File: src/inc/adc_serial_pkg.sv
// Shared constants and types for the serial converter control block
package adc_serial_pkg;

    // ----------------------------------------
    // Register map
    // ----------------------------------------
    localparam logic [11:0] OFS_CTRL = 12'h000;
    localparam logic [11:0] OFS_STATUS = 12'h004;
    localparam logic [11:0] OFS_SAMPLE = 12'h008;
    localparam logic [11:0] OFS_RESULT = 12'h00C;
    localparam logic [31:0] CTRL_RST = 32'h0000_0000;

    // ----------------------------------------
    // Field positions
    // ----------------------------------------
    localparam int CTRL_NARROW_BIT = 0;
    localparam int ST_UNDERRUN_BIT = 0;
    localparam int ST_CHAN_EN_BIT = 1;
    localparam int ST_CHAN_LSB = 2;
    localparam int ST_PHASE_LSB = 5;
    localparam int ST_LEVEL_LSB = 8;
    localparam int WORD_EN_BIT = 3;

    // ----------------------------------------
    // Widths and depths
    // ----------------------------------------
    localparam int RESULT_W = 12;
    localparam int FIFO_DEPTH = 32;
    localparam int LEVEL_W = 6;

    // ----------------------------------------
    // Timing
    // ----------------------------------------
    localparam int CLK_PERIOD_NS = 10;
    localparam int SWITCH_ON_DELAY_NS = 500;
    localparam int SWITCH_ON_CYCLES = (SWITCH_ON_DELAY_NS + CLK_PERIOD_NS - 1) / CLK_PERIOD_NS;
    localparam int CONV_CYCLES = 12;
    localparam logic [4:0] HOLD_FALL = 5'h02;
    localparam logic [4:0] CONV_END_FALL = 5'h0E;
    localparam logic [4:0] LSB_END_FALL = 5'h19;
    localparam logic [4:0] FALL_MAX = 5'h1F;

    typedef enum logic [1:0] {
        ST_OFF = 2'b00,
        ST_SAMPLE = 2'b01,
        ST_CONVERT = 2'b10,
        ST_TRAIL = 2'b11
    } conv_state_t;

endpackage

File: src/mux_adc_serial_control.sv
// Serial control of the channel selector and 12-bit sampling converter
// ----------------------------------------
// ----------------------------------------
`timescale 1ns/1ps
module mux_adc_serial_control
    import adc_serial_pkg::*;
(
    // Clock and reset
    input wire logic i_clk,
    input wire logic i_srst,
    // APB slave
    input wire logic [11:0] i_paddr,
    input wire logic i_psel,
    input wire logic i_penable,
    input wire logic i_pwrite,
    input wire logic [31:0] i_pwdata,
    output logic [31:0] o_prdata,
    output logic o_pready,
    output logic o_pslverr,
    // Serial link
    input wire logic i_sclk,
    input wire logic i_channel_address_select_n,
    input wire logic i_conversion_select_n,
    input wire logic i_sdata,
    output logic o_sdata,
    output logic o_sdata_oe,
    // Analog controls
    output logic [7:0] o_chan_on,
    output logic o_converter_power,
    output logic o_reference_connect,
    output logic o_hold
);
    localparam int SW_DLY = SWITCH_ON_CYCLES;

    // ----------------------------------------
    // Decode functions
    // ----------------------------------------
    function automatic logic [2:0] chan_num(input logic [3:0] word, input logic narrow);
        chan_num = narrow ? {1'b0, word[1:0]} : word[2:0];
    endfunction

    function automatic logic [7:0] chan_decode(input logic [3:0] word, input logic narrow);
        chan_decode = word[WORD_EN_BIT] ? (8'h01 << chan_num(word, narrow)) : 8'h00;
    endfunction

    function automatic logic serial_bit(input logic [4:0] n, input logic [RESULT_W-1:0] code);
        if (n > HOLD_FALL && n <= CONV_END_FALL) begin
            serial_bit = code[4'(CONV_END_FALL - n)];
        end else if (n > CONV_END_FALL && n <= LSB_END_FALL) begin
            serial_bit = code[4'(n - CONV_END_FALL)];
        end else begin
            serial_bit = 1'b0;
        end
    endfunction

    // ----------------------------------------
    // Pin synchronisers and edges
    // ----------------------------------------
    logic [3:0] pins_s;
    logic sclk_d_r;
    logic csm_d_r;
    logic csa_d_r;

    pin_sync #(.W(4)) u_sync (
        .i_clk(i_clk),
        .i_srst(i_srst),
        .i_async({i_sclk, i_channel_address_select_n, i_conversion_select_n, i_sdata}),
        .o_sync(pins_s)
    );

    wire sclk_s = pins_s[3];
    wire csm_s = pins_s[2];
    wire csa_s = pins_s[1];
    wire din_s = pins_s[0];
    wire sclk_rise = sclk_s && !sclk_d_r;
    wire sclk_fall = !sclk_s && sclk_d_r;
    wire csm_fall = !csm_s && csm_d_r;
    wire csa_fall = !csa_s && csa_d_r;

    always_ff @(posedge i_clk) begin
        if (i_srst) begin
            sclk_d_r <= 1'b0;
            csm_d_r <= 1'b0;
            csa_d_r <= 1'b0;
        end else begin
            sclk_d_r <= sclk_s;
            csm_d_r <= csm_s;
            csa_d_r <= csa_s;
        end
    end

    // ----------------------------------------
    // Registers and FIFO
    // ----------------------------------------
    logic [31:0] ctrl_r;
    logic underrun_r;
    logic [31:0] prdata_r;
    logic [RESULT_W-1:0] result_r;
    conv_state_t state_r;
    conv_state_t state_nxt;
    logic [4:0] fall_cnt_r;
    logic [3:0] addr_shift_r;
    logic [3:0] chan_word_r;
    logic [7:0] switch_cnt_r;
    logic [7:0] chan_on_r;
    logic sdata_r;
    logic sdata_oe_r;
    logic fifo_wready;
    logic fifo_rvalid;
    logic [RESULT_W-1:0] fifo_rdata;
    logic [LEVEL_W-1:0] fifo_level;

    wire narrow = ctrl_r[CTRL_NARROW_BIT];
    wire setup = i_psel && !i_penable;
    wire access = i_psel && i_penable;
    wire sel_ctrl = i_paddr == OFS_CTRL;
    wire sel_status = i_paddr == OFS_STATUS;
    wire sel_sample = i_paddr == OFS_SAMPLE;
    wire sel_result = i_paddr == OFS_RESULT;
    wire mapped = sel_ctrl || sel_status || sel_sample || sel_result;
    wire sample_push = access && i_pwrite && sel_sample;
    wire wr_done = access && i_pwrite && o_pready;
    wire hold_edge = state_r == ST_SAMPLE && sclk_fall && fall_cnt_r == HOLD_FALL - 5'h01;
    wire underrun_set = hold_edge && !fifo_rvalid;
    wire underrun_clr = wr_done && sel_status && i_pwdata[ST_UNDERRUN_BIT];

    // A full FIFO stalls the sample write until a conversion drains a word
    assign o_pready = !(sample_push && !fifo_wready);
    assign o_pslverr = access && !mapped;
    assign o_prdata = prdata_r;

    wire [31:0] status_word = {18'h0, 2'(fifo_level >> 4), fifo_level[3:0], 1'b0, state_r,
        chan_num(chan_word_r, narrow), chan_word_r[WORD_EN_BIT], underrun_r};
    wire [31:0] rd_mux = sel_ctrl ? ctrl_r :
        sel_status ? status_word :
        sel_result ? {20'h0_0000, result_r} : 32'h0000_0000;

    sample_fifo #(.W(RESULT_W), .DEPTH(FIFO_DEPTH)) u_fifo (
        .i_clk(i_clk),
        .i_srst(i_srst),
        .i_wvalid(sample_push),
        .i_wdata(i_pwdata[RESULT_W-1:0]),
        .o_wready(fifo_wready),
        .i_rready(hold_edge),
        .o_rvalid(fifo_rvalid),
        .o_rdata(fifo_rdata),
        .o_level(fifo_level)
    );

    // Read data captured in setup so it is stable in the access phase
    always_ff @(posedge i_clk) begin
        if (i_srst) begin
            ctrl_r <= CTRL_RST;
            underrun_r <= 1'b0;
            prdata_r <= 32'h0000_0000;
        end else begin
            if (wr_done && sel_ctrl) begin
                ctrl_r <= {31'h0, i_pwdata[CTRL_NARROW_BIT]};
            end
            underrun_r <= underrun_set || (underrun_r && !underrun_clr);
            if (setup && !i_pwrite) begin
                prdata_r <= rd_mux;
            end
        end
    end

    // ----------------------------------------
    // Address word and channel switches
    // ----------------------------------------
    always_ff @(posedge i_clk) begin
        if (i_srst) begin
            addr_shift_r <= 4'h0;
            chan_word_r <= 4'h0;
            switch_cnt_r <= 8'h00;
            chan_on_r <= 8'h00;
        end else begin
            if (csm_s && sclk_rise) begin
                addr_shift_r <= {addr_shift_r[2:0], din_s};
            end
            if (csm_fall) begin
                chan_word_r <= addr_shift_r;
                switch_cnt_r <= 8'(SWITCH_ON_CYCLES);
                chan_on_r <= 8'h00;
            end else if (switch_cnt_r != 8'h00) begin
                switch_cnt_r <= switch_cnt_r - 8'h01;
                if (switch_cnt_r == 8'h01) begin
                    chan_on_r <= chan_decode(chan_word_r, narrow);
                end
            end
        end
    end

    assign o_chan_on = chan_on_r;

    // ----------------------------------------
    // Conversion sequencer
    // ----------------------------------------
    always_comb begin
        state_nxt = state_r;
        case (state_r)
            ST_OFF: begin
                if (csa_fall) begin
                    state_nxt = ST_SAMPLE;
                end
            end
            ST_SAMPLE: begin
                if (hold_edge) begin
                    state_nxt = ST_CONVERT;
                end
            end
            ST_CONVERT: begin
                if (sclk_fall && fall_cnt_r == CONV_END_FALL - 5'h01) begin
                    state_nxt = ST_TRAIL;
                end
            end
            ST_TRAIL: begin
                state_nxt = ST_TRAIL;
            end
            default: begin
                state_nxt = ST_OFF;
            end
        endcase
        if (csa_s) begin
            state_nxt = ST_OFF;
        end
    end

    wire [4:0] fall_next = fall_cnt_r + 5'h01;

    always_ff @(posedge i_clk) begin
        if (i_srst) begin
            state_r <= ST_OFF;
            fall_cnt_r <= 5'h00;
            result_r <= '0;
            sdata_r <= 1'b0;
            sdata_oe_r <= 1'b0;
        end else begin
            state_r <= state_nxt;
            if (csa_s || csa_fall) begin
                fall_cnt_r <= 5'h00;
            end else if (sclk_fall && fall_cnt_r != FALL_MAX) begin
                fall_cnt_r <= fall_next;
            end
            if (hold_edge) begin
                result_r <= fifo_rvalid ? fifo_rdata : '0;
            end
            if (csa_s) begin
                sdata_oe_r <= 1'b0;
                sdata_r <= 1'b0;
            end else if (sclk_fall && state_r != ST_OFF) begin
                if (fall_next == HOLD_FALL) begin
                    sdata_oe_r <= 1'b1;
                end
                sdata_r <= serial_bit(fall_next, result_r);
            end
        end
    end

    assign o_sdata = sdata_r;
    assign o_sdata_oe = sdata_oe_r;
    assign o_converter_power = state_r == ST_SAMPLE || state_r == ST_CONVERT;
    assign o_reference_connect = o_converter_power;
    assign o_hold = state_r == ST_CONVERT;
endmodule

File: src/pin_sync.sv
// Two-stage synchroniser for a group of pin inputs
`timescale 1ns/1ps
module pin_sync #(
    parameter int W = 1
) (
    // Clock and reset
    input wire logic i_clk,
    input wire logic i_srst,
    // Pins
    input wire logic [W-1:0] i_async,
    output logic [W-1:0] o_sync
);
    logic [W-1:0] meta_r;
    logic [W-1:0] sync_r;

    genvar g;
    generate
        for (g = 0; g < W; g++) begin : g_bit
            always_ff @(posedge i_clk) begin
                if (i_srst) begin
                    meta_r[g] <= 1'b0;
                    sync_r[g] <= 1'b0;
                end else begin
                    meta_r[g] <= i_async[g];
                    sync_r[g] <= meta_r[g];
                end
            end
        end
    endgenerate

    assign o_sync = sync_r;
endmodule

File: src/sample_fifo.sv
// Sample word FIFO with registered read data
`timescale 1ns/1ps
module sample_fifo #(
    parameter int W = 12,
    parameter int DEPTH = 32
) (
    // Clock and reset
    input wire logic i_clk,
    input wire logic i_srst,
    // Fill side
    input wire logic i_wvalid,
    input wire logic [W-1:0] i_wdata,
    output logic o_wready,
    // Drain side
    input wire logic i_rready,
    output logic o_rvalid,
    output logic [W-1:0] o_rdata,
    output logic [$clog2(DEPTH+1)-1:0] o_level
);
    localparam int PW = $clog2(DEPTH);
    localparam int CW = $clog2(DEPTH+1);
    localparam logic [CW-1:0] FULL = CW'(DEPTH);

    logic [W-1:0] mem_r [DEPTH];
    logic [PW-1:0] wr_ptr_r;
    logic [PW-1:0] rd_ptr_r;
    logic [CW-1:0] count_r;
    logic [W-1:0] rdata_r;
    wire push = i_wvalid && o_wready;
    wire pop = i_rready && o_rvalid;
    wire [PW-1:0] rd_ptr_nxt = pop ? rd_ptr_r + 1'b1 : rd_ptr_r;

    assign o_wready = count_r != FULL;
    assign o_rvalid = count_r != '0;
    assign o_rdata = rdata_r;
    assign o_level = count_r;

    always_ff @(posedge i_clk) begin
        if (push) begin
            mem_r[wr_ptr_r] <= i_wdata;
        end
    end

    // Bypass keeps the head word fresh when writing into the slot being read
    always_ff @(posedge i_clk) begin
        if (i_srst) begin
            wr_ptr_r <= '0;
            rd_ptr_r <= '0;
            count_r <= '0;
            rdata_r <= '0;
        end else begin
            wr_ptr_r <= push ? wr_ptr_r + 1'b1 : wr_ptr_r;
            rd_ptr_r <= rd_ptr_nxt;
            count_r <= CW'(count_r + CW'(push) - CW'(pop));
            rdata_r <= (push && wr_ptr_r == rd_ptr_nxt) ? i_wdata : mem_r[rd_ptr_nxt];
        end
    end
endmodule

File: config.mk
export PLATFORM = sky130hd
export DESIGN_NAME = mux_adc_serial_control
export DESIGN_NICKNAME = d
export VERILOG_FILES = /design/src/inc/adc_serial_pkg.sv /design/src/mux_adc_serial_control.sv /design/src/pin_sync.sv /design/src/sample_fifo.sv
export SDC_FILE = /design/constraint.sdc
export NUM_CORES = 1
export LEC_CHECK = 0
export CORE_UTILIZATION = 40
export CTS_CLUSTER_DIAMETER = 30
export DETAILED_ROUTE_END_ITERATION = 12
export DONT_BUFFER_PORTS = 1
export SETUP_SLACK_MARGIN = 0.02
export SYNTH_ARGS = -nofsm -noshare
export SYNTH_HDL_FRONTEND = slang
export SYNTH_SLANG_ARGS = --single-unit
File: constraint.sdc
create_clock -name i_clk -period 7.9 [get_ports i_clk]
set_clock_uncertainty 0.1 [all_clocks]
set_input_delay 0.79 -clock i_clk [delete_from_list [all_inputs] [get_ports i_clk]]
set_output_delay 0.79 -clock i_clk [all_outputs]
set_load 0.1 [all_outputs]
After elaboration in Yosys (flattened, before gate mapping)
Memory sizes are Yosys's and may differ from the RTL's. A register that Yosys moved wholly into a read port is not among the register bits.
Cells that the tools add are included.

operators by class
  $add $sub $neg = 8
  order comparisons = 6
  equal/unequal tests = 15
  shift operators = 1
  multiplexer cells = 21
  reduce and logical (&&, ||, !) cells = 56

operators by type and width
  operator                                                                       number
  14-bit two-way mux                                                             2
  1-bit logical AND                                                              27
  12-bit by 4-bit equality test with 1-bit output (second input constant)        2
  12-bit two-way mux                                                             2
  5-bit by 1-bit adder with 5-bit output (second input constant)                 3
  12-bit by 3-bit equality test with 1-bit output (second input constant)        1
  12-bit zero test                                                               1
  6-bit two-way mux                                                              2
  1-bit zero test                                                                11
  4-bit by 5-bit less-than comparator with 1-bit output (second input constant)  2
  1-bit binary-select mux with 4-bit select                                      2
  8-bit by 1-bit equality test with 1-bit output (second input constant)         1
  8-bit two-way mux                                                              1
  2-bit one-hot mux with 4 select lines                                          1
  8-bit nonzero test                                                             1
  1-bit by 3-bit << shifter with 8-bit output (first input constant)             1
  8-bit by 1-bit subtractor with 8-bit output (second input constant)            1
  6-bit by 1-bit adder with 6-bit output                                         1
  1-bit logical OR                                                               6
  1-bit two-way mux                                                              6
  2-bit two-way mux                                                              3
  6-bit inequality test (second input constant)                                  1
  6-bit nonzero test                                                             1
  2-bit OR reduction                                                             3
  other kinds (21)                                                               25

word-level totals
  bits in registers = 106
  memory bits (writable) = 384
  output and inout bits = 47
  memories kept = 1

memory list
  memory        words  bits a word  read ports  clocked after Yosys merged registers in  wr ports  line               RTL
  u_fifo.mem_r  32     12           1           1                                        1         sample_fifo.sv:24  logic [W-1:0] mem_r [DEPTH];

Depth between registers and ports, before layout
Gate-level depths: netlist (run 1).

  word-level depth = 11
  gate-level depth with buffers = 15
  gate-level depth less buffers = 14

Hierarchy
Synthesis (run 1) repeated with hierarchy kept, for this count alone.

unflattened totals
  cell total of the unflattened synthesis = 1700
  area total of the unflattened synthesis = 22855.7 sq um

modules (own cells, without submodules)
  module                  times used  cells each  area each (sq um)  sequential area each (sq um)
  sample_fifo             1           1306        19367.3            12091.6
  mux_adc_serial_control  1           378         3278.1             1281.2
  pin_sync                1           16          210.2              160.2

Least setup slack after synthesis (run 1)
Ideal clock, no wire load.

  path type = register to register
  start point = reg state_r[1]
  end point = reg u_fifo.rdata_r[0], in the netlist u_fifo.o_rdata[0], read port of u_fifo.mem_r
  setup time = 138 ps
  arrival = 2972 ps
  data required time = 7662 ps
  slack = 4690 ps
  cell stages (with the launch flop) = 12
  path buffers = 2
  clock period less this slack = 3210 ps
  path through = dfxtp_1 inv_1 ha_1 or3b_4 o31ai_4 and2_1 buf_4 buf_6 mux4_2 a41o_1 a2111oi_2 a211oi_1

between the ends
  cells in the longest elaborated chain, start to end = 5

RTL lines
  what                                            line                           RTL
  from (decl)                                     mux_adc_serial_control.sv:99   conv_state_t state_r;
  from (signal assigned)                          mux_adc_serial_control.sv:238  state_r <= state_nxt;
  2-bit by 1-bit equality test with 1-bit output  mux_adc_serial_control.sv:123  wire hold_edge = state_r == ST_SAMPLE && sclk_fall && fall_cnt_r == HOLD_FALL - 5'h01;
  1-bit logical AND (2 in a row)                  mux_adc_serial_control.sv:123
  1-bit logical AND                               sample_fifo.sv:30              wire pop = i_rready && o_rvalid;
  5-bit two-way mux                               sample_fifo.sv:31              wire [PW-1:0] rd_ptr_nxt = pop ? rd_ptr_r + 1'b1 : rd_ptr_r;
  to (decl)                                       sample_fifo.sv:28              logic [W-1:0] rdata_r;

No other way between the ends.
A chain may end at the register's enable or synchronous reset.

Final worst setup path (run 1)
  start point = reg fall_cnt_r[0]
  end point = reg u_fifo.rdata_r[1], in the netlist u_fifo.o_rdata[1], read port of u_fifo.mem_r

between the ends
  cells in the longest elaborated chain, start to end = 4

RTL lines
  what                                            line                           RTL
  from (decl)                                     mux_adc_serial_control.sv:101  logic [4:0] fall_cnt_r;
  from (signal assigned)                          mux_adc_serial_control.sv:242  fall_cnt_r <= fall_next;
  5-bit by 1-bit equality test with 1-bit output  mux_adc_serial_control.sv:123
  1-bit logical AND                               mux_adc_serial_control.sv:123
  1-bit logical AND                               sample_fifo.sv:30
  5-bit two-way mux                               sample_fifo.sv:31

No other way between the ends.

==> results of run 1 <==
==> layout make-up <==
class                           count  area [um^2]  share of cell area (%)
Tap cell                          680        850.8                   3.392
Clock inverter                     62        815.8                   3.253
Timing Repair Buffer               41        307.8                   1.227
Inverter                           28        105.1                  0.4191
Multi-Input combinational cell    965         6963                   27.76
Clock buffer                      112         2504                   9.983
Sequential cell                   484        13530                   53.96
==> routing by layer <==
| layer | share of wire [%] | global-route usage (%) | wire [um] |
|---|---|---|---|
| met3 | 6.9 | 4.860 | 3621 |
| met4 | 2.8 | 6.908 | 1437 |
| met1 | 43 | 25.57 | 22240 |
| met5 | 0 | 0 | 0 |
| met2 | 48 | 32.16 | 24860 |
==> cell usage in the layout, fill, tap and decap left out, drive strengths merged, types with 21 or more instances in the layout <==
| cell | instances |
|---|---|
| nand3 | 39 |
| mux2 | 24 |
| and3 | 51 |
| ha | 30 |
| buf | 41 |
| a21oi | 40 |
| a211oi | 48 |
| a31oi | 22 |
| clkinv | 35 |
| mux4 | 28 |
| nor3 | 23 |
| a2111oi | 21 |
| clkbuf | 112 |
| nor2 | 131 |
| o21ai | 21 |
| nand2 | 169 |
| mux2i | 111 |
| a22oi | 30 |
| dfxtp | 100 |
| inv | 29 |
| edfxtp | 384 |
==> power groups by stage <==
stage | combinational [W] | sequential, W | clock, W
after floorplan | 0.000227 | 0.00284 | 0
after global placement | 0.000230 | 0.00284 | 0
after detailed placement | 0.000235 | 0.00284 | 0
after CTS | 0.000236 | 0.00280 | 0.00414
after global routing | 0.000257 | 0.00280 | 0.00428
final | 0.000236 | 0.00280 | 0.00409
==> metrics by stage <==
stage                     hold slack, ns  area [um^2]  setup WS (ns)
after detailed placement          0.3274        21760          2.910
after global placement            0.3328        21760          2.945
after CTS                         0.1155        25080          2.898
after floorplan                   0.3138        21150          4.690
after global routing              0.1173        25080          2.558
final                             0.1448        25080          2.909
==> state kept, by name, summed over array words and instances (netlist names), 5 cells and up <==
register and count:
u_fifo.rd_ptr_r 5, u_fifo.wr_ptr_r 5, fall_cnt_r 5, result_r 12
u_fifo.o_level 6, u_fifo.mem_r 384, o_chan_on 8, o_prdata 14
u_fifo.o_rdata 12, switch_cnt_r 8
==> worst max-delay path, stage by stage (launching register included) <==
cell      delay (ns)
dfxtp_1         0.72
ha_1            0.27
and4bb_2        0.35
nand4_1         0.69
nand2_4         0.58
buf_4           0.79
nand2_1         0.36
o221ai_1        0.48
and4_1          0.33
a211oi_1        0.09
==> cells by family (layout without fill, tap and decap cells) <==
family | after synthesis | count (layout) | synth area share, %
xor+xnor | 31 | 31 | 1.323
compound gates | 229 | 229 | 8.444
buf+inv | 137 | 243 | 3.287
simple gates | 493 | 493 | 11.33
fa+ha+maj | 31 | 31 | 1.875
flops | 484 | 484 | 64.18
mux | 163 | 163 | 9.541
other cells | 1 | 18 | 0.01778
==> final timing paths <==
kind | startpoint | to | slack (ns)
worst min register to register | u_sync.meta_r[2] | u_sync.o_sync[2] | 0.35
worst max register to register | fall_cnt_r[0] | u_fifo.o_rdata[1] | 2.91
worst min-delay path | i_srst | sclk_d_r | 0.14
worst max-delay path | fall_cnt_r[0] | u_fifo.o_rdata[1] | 2.91
==> flow_summary.toml, run 1 <==
[floorplanning]
rows = 83
start_util_pct = 40.77
io_pins = 100
die_w_um = 231.6
placeableCoreArea_um2 = 51720
die_h_um = 231.6
die_area_um2 = 53640

[finish]
syn_to_final_growth_pct = 18.94
fillers = 4436
drive_gt1_share_pct = 16.78
final_cells = 2372
antenna_cells = 0
post-route-util_pct = 48.50
final_nets = 1699

[clock_network]
cts_resized = 0
clkTransAtPathRegs_ns = 0.05
post_cts_buffers = 0
cts.sinks = 484
cts_hold_buf = 0
tritoncts = "built"
htreeDepth = 3
cts_inserted_buffers = 95
clk_latency_ns = 0.64
clockBufferDepth = 3
cts_root_buf = "clkbuf_16"

[pwr]
p_clk_share_pct = 57.4
p_comb_share_pct = 3.3
p_seq_share_pct = 39.3
ir_drop_mv = 0.2659
power_leakage_nw = 8.533
p_switching_w = 0.001509
switching_share_pct = 21.18
power_w = 0.007123
intPower_w = 0.005615
power.density_nw_per_um2 = 284.0

[yosys]
async_flop_share_pct = 0
yosysTopAreaCell = "edfxtp_1"
avgSynthCellArea_um2 = 13.44
yosys_most_used_dff = "edfxtp_1"
ys_types = 69
netlist_top_cells_count = "edfxtp_1 (384), nand2_1 (166), nor2_1 (128), mux2i_1 (111), dfxtp_1 (100)"
yosysMostFrequentCell = "edfxtp_1"
yosysWarnings = 0
synth_edf_count = 384
ys_ff_latch = 484
seq_area_frac_synth_pct = 64.18
synth.cell_area_um2 = 21090
synth_top_area_share_pct = 54.68
syn_inst = 1569
synthTopCellsByArea = "edfxtp_1 (55%), dfxtp_1 (9.5%), mux2i_1 (5.3%)"

[routing]
routed_via_density = 5.572
dr.pass1.iters = 5
drt_iter0_drc = 1012
routedWlPerCell_um = 21.99
drt-total-wl_mm = 52.15
drc = 0
postRouteAntennaNets = 0
vias = 13216

[sta]
setup_violations = 0
slew_violations = 0
finalCritPeriodShare_pct = 63.18
fmax_ghz = 0.2003
final-hold-violation-count = 0
worst_slew_pin_slew_ns = 1.262
finalSetupTns_ns = 0
slew-limit-headroom_pct = 15.54
period_minus_slack_ns = 4.991
rsz0062_at_grt = "no"

[global_routing]
grt_pass1_vias = 13150
grt_pass1_wl_mm = 79.67
grt_usage_pct = 19.74
antenna_found_initial = 0
grt_max_degree = 85
grt-ovfl-total = 0

[setup_path]
end_kind = "register"
criticalPathCategory = "register to register"
worst_ep_required_time_ns = 8.26
reg2regPathDepth = 9
startpoint_type = "register"
worstPathMaxFanout = 66
cp.arrival_ns = 5.35

[place]
dp.cells = 2198
place_congestion = 0.8178
dp_hpwl_mm = 31.24
port_buffers = 0

[min_path]
whs_path_depth = 1
min-delay-path-class = "input pin to register"

[run_status]
outcome = "finished, final reports clean"

[run]
maxCapViolCount = 0
No activity file was read; power rests on OpenSTA's default activity.
==> run 2, diff against run 1 <==
==> constraint.sdc (replaced) <==
create_clock -name i_clk -period 4.8 [get_ports i_clk]
set_clock_uncertainty 0.1 [all_clocks]
set_input_delay 0.48 -clock i_clk [delete_from_list [all_inputs] [get_ports i_clk]]
set_output_delay 0.48 -clock i_clk [all_outputs]
set_load 0.1 [all_outputs]
==> run 2 against run 1 <==
Clock-buffer cell count grew 14; fmax grew 11%; cell count grew 2.4%; hold slack lost 0.11 ns; routed wire length grew 2.5%; sequential share of layout area shrank 1.6 points; design area grew 3.1%; register-to-register slack lost 2.6 ns; setup slack lost 2.6 ns.
==> flow_summary.toml, run 2 (synthesis results as in run 1) <==
[setup_path]
r2r-start = "state_r[1]"
criticalPathCategory = "register to register"
reg2regPathDepth = 14
worstPathMaxFanout = 34
end_kind = "register"
startpoint_type = "register"
r2r_setup_slack_ns = 0.29
worst_ep_required_time_ns = 5.23
worst_r2r_endpoint = "u_fifo.o_rdata[5]"
cp.arrival_ns = 4.94

[routing]
routedWlPerCell_um = 22.01
met3_length_mm = 3.491
drc = 0
routed_via_density = 5.509
dr.pass1.iters = 5
dr_wl_met2_mm = 25.65
drt-total-wl_mm = 53.47
m1WireLength_mm = 22.91
vias = 13382
postRouteAntennaNets = 0
highest_layer = "met5"
drt_iter0_drc = 1041

[finish]
drive_gt1_share_pct = 18.47
antenna_cells = 0
final_nets = 1747
final_common_cell = "edfxtp_1"
fillers = 4344
top_register = "u_fifo.mem_r"
final_cell_mix = "edfxtp_1 (384), nand2_1 (166), nor2_1 (127)"
syn_to_final_growth_pct = 22.68
largest_reg_flops = 384

[clock_network]
clockBufferDepth = 3
cts_root_buf = "clkbuf_16"
clk_latency_ns = 0.65
cts_inserted_buffers = 101
tritoncts = "built"
cts.sinks = 484
clkTransAtPathRegs_ns = 0.05
htreeDepth = 3

[run_status]
outcome = "finished, final reports clean"

[floorplanning]
placeableCoreArea_um2 = 51720
die_w_um = 231.6
rows = 83
io_pins = 100
die_area_um2 = 53640
die_h_um = 231.6
start_util_pct = 40.77

[min_path]
min_to = "u_fifo.mem_r[11][7]"
min-delay-path-class = "input pin to register"
hp-start = "i_pwdata[7]"
whs_path_depth = 1

[run]
maxCapViolCount = 0

[global_routing]
grt_usage_pct = 20.16
grt_pass1_vias = 13460
grt_max_degree = 83
grt-ovfl-total = 0
grt_pass1_wl_mm = 80.81
antenna_found_initial = 3

[pwr]
power.density_nw_per_um2 = 471.7
ir_drop_mv = 0.3778
power_leakage_nw = 8.945

[sta]
fmax_ghz = 0.2217
slew_violations = 0
finalCritPeriodShare_pct = 93.99
finalSetupTns_ns = 0
period_minus_slack_ns = 4.512
finalWorstSetupSlack_ns = 0.2884
setup_violations = 0
rsz0062_at_grt = "no"
worst_slew_pin_slew_ns = 1.238
slew-limit-headroom_pct = 17.22
final-hold-violation-count = 0

[place]
place_congestion = 0.8192
port_buffers = 0
dp_hpwl_mm = 32.64
pre_cts_slack_ns = 0.7584
run 2: routing by layer:
layer,global-route usage [%],vias to the layer above
met3,4.700,107
met1,26.05,6652
met5,0,-
met2,33.17,473
li1,-,6144
met4,6.990,6
run 2: worst max-delay path by stage:
stage | to | depth (start not counted) | startpoint | slack, ns
floorplan | u_fifo.o_rdata[0] | 11 | state_r[1] | 1.59
global placement | u_fifo.o_rdata[1] | 9 | state_r[1] | 0.78
detailed placement | u_fifo.o_rdata[1] | 9 | state_r[1] | 0.76
CTS | u_fifo.o_rdata[5] | 13 | u_fifo.o_level[3] | 0.30
global route | u_fifo.o_rdata[5] | 14 | state_r[1] | 0.05
finish | u_fifo.o_rdata[5] | 14 | state_r[1] | 0.29
run 2: what timing repair did:
item                                    CTS  global route
gates resized for setup                   0             1
buffers inserted                          0             1
hold buffers                             19             0
endpoints found under the hold margin   466             0
endpoints found under the setup margin    0             1
run 2: cell type report:
class                   instances  area (um^2)  area share [%]
inverters                      28        105.1          0.4063
flip-flops and latches        484        13530           52.32
well taps                     680        850.8           3.289
clock inverters                63        854.6           3.303
repair buffers                 82        857.1           3.313
multi-input cells             966         6965           26.92
clock buffers                 126         2703           10.45
run 2: power breakdown:
part | internal (W) | leakage (nW) | switching, W
Combinational | 0.000124 | 2.97 | 0.000358
Clock | 0.00489 | 1.71 | 0.00223
Sequential | 0.00457 | 4.26 | 0.0000331
Total | 0.00958 | 8.95 | 0.00262
run 2: worst max-delay path: stages, from the launching register on:
cell and delay [ns]:
dfxtp_1 0.30, inv_1 0.16, ha_1 0.27, or3b_4 0.47
o31ai_4 0.30, buf_12 0.16, buf_4 0.21, nand2_4 0.26
buf_4 0.37, nand2_1 0.11, nand3_1 0.20, a311o_1 0.43
a2111oi_2 0.36, a211oi_1 0.11, dlygate4sd3_1 0.59
run 2: metrics by stage:
stage	util, %	hold slack, ns	power [W]	cells	area, um^2
final	50.02	0.03480	0.01220	2429	25870
after CTS	49.96	0.002702	0.01229	2427	25840
after floorplan	-	0.3138	0.005044	1586	21150
after global placement	42.47	0.3363	0.005054	2219	21960
after global routing	50.02	0.01530	0.01256	2429	25870
after detailed placement	42.47	0.3266	0.005065	2219	21960
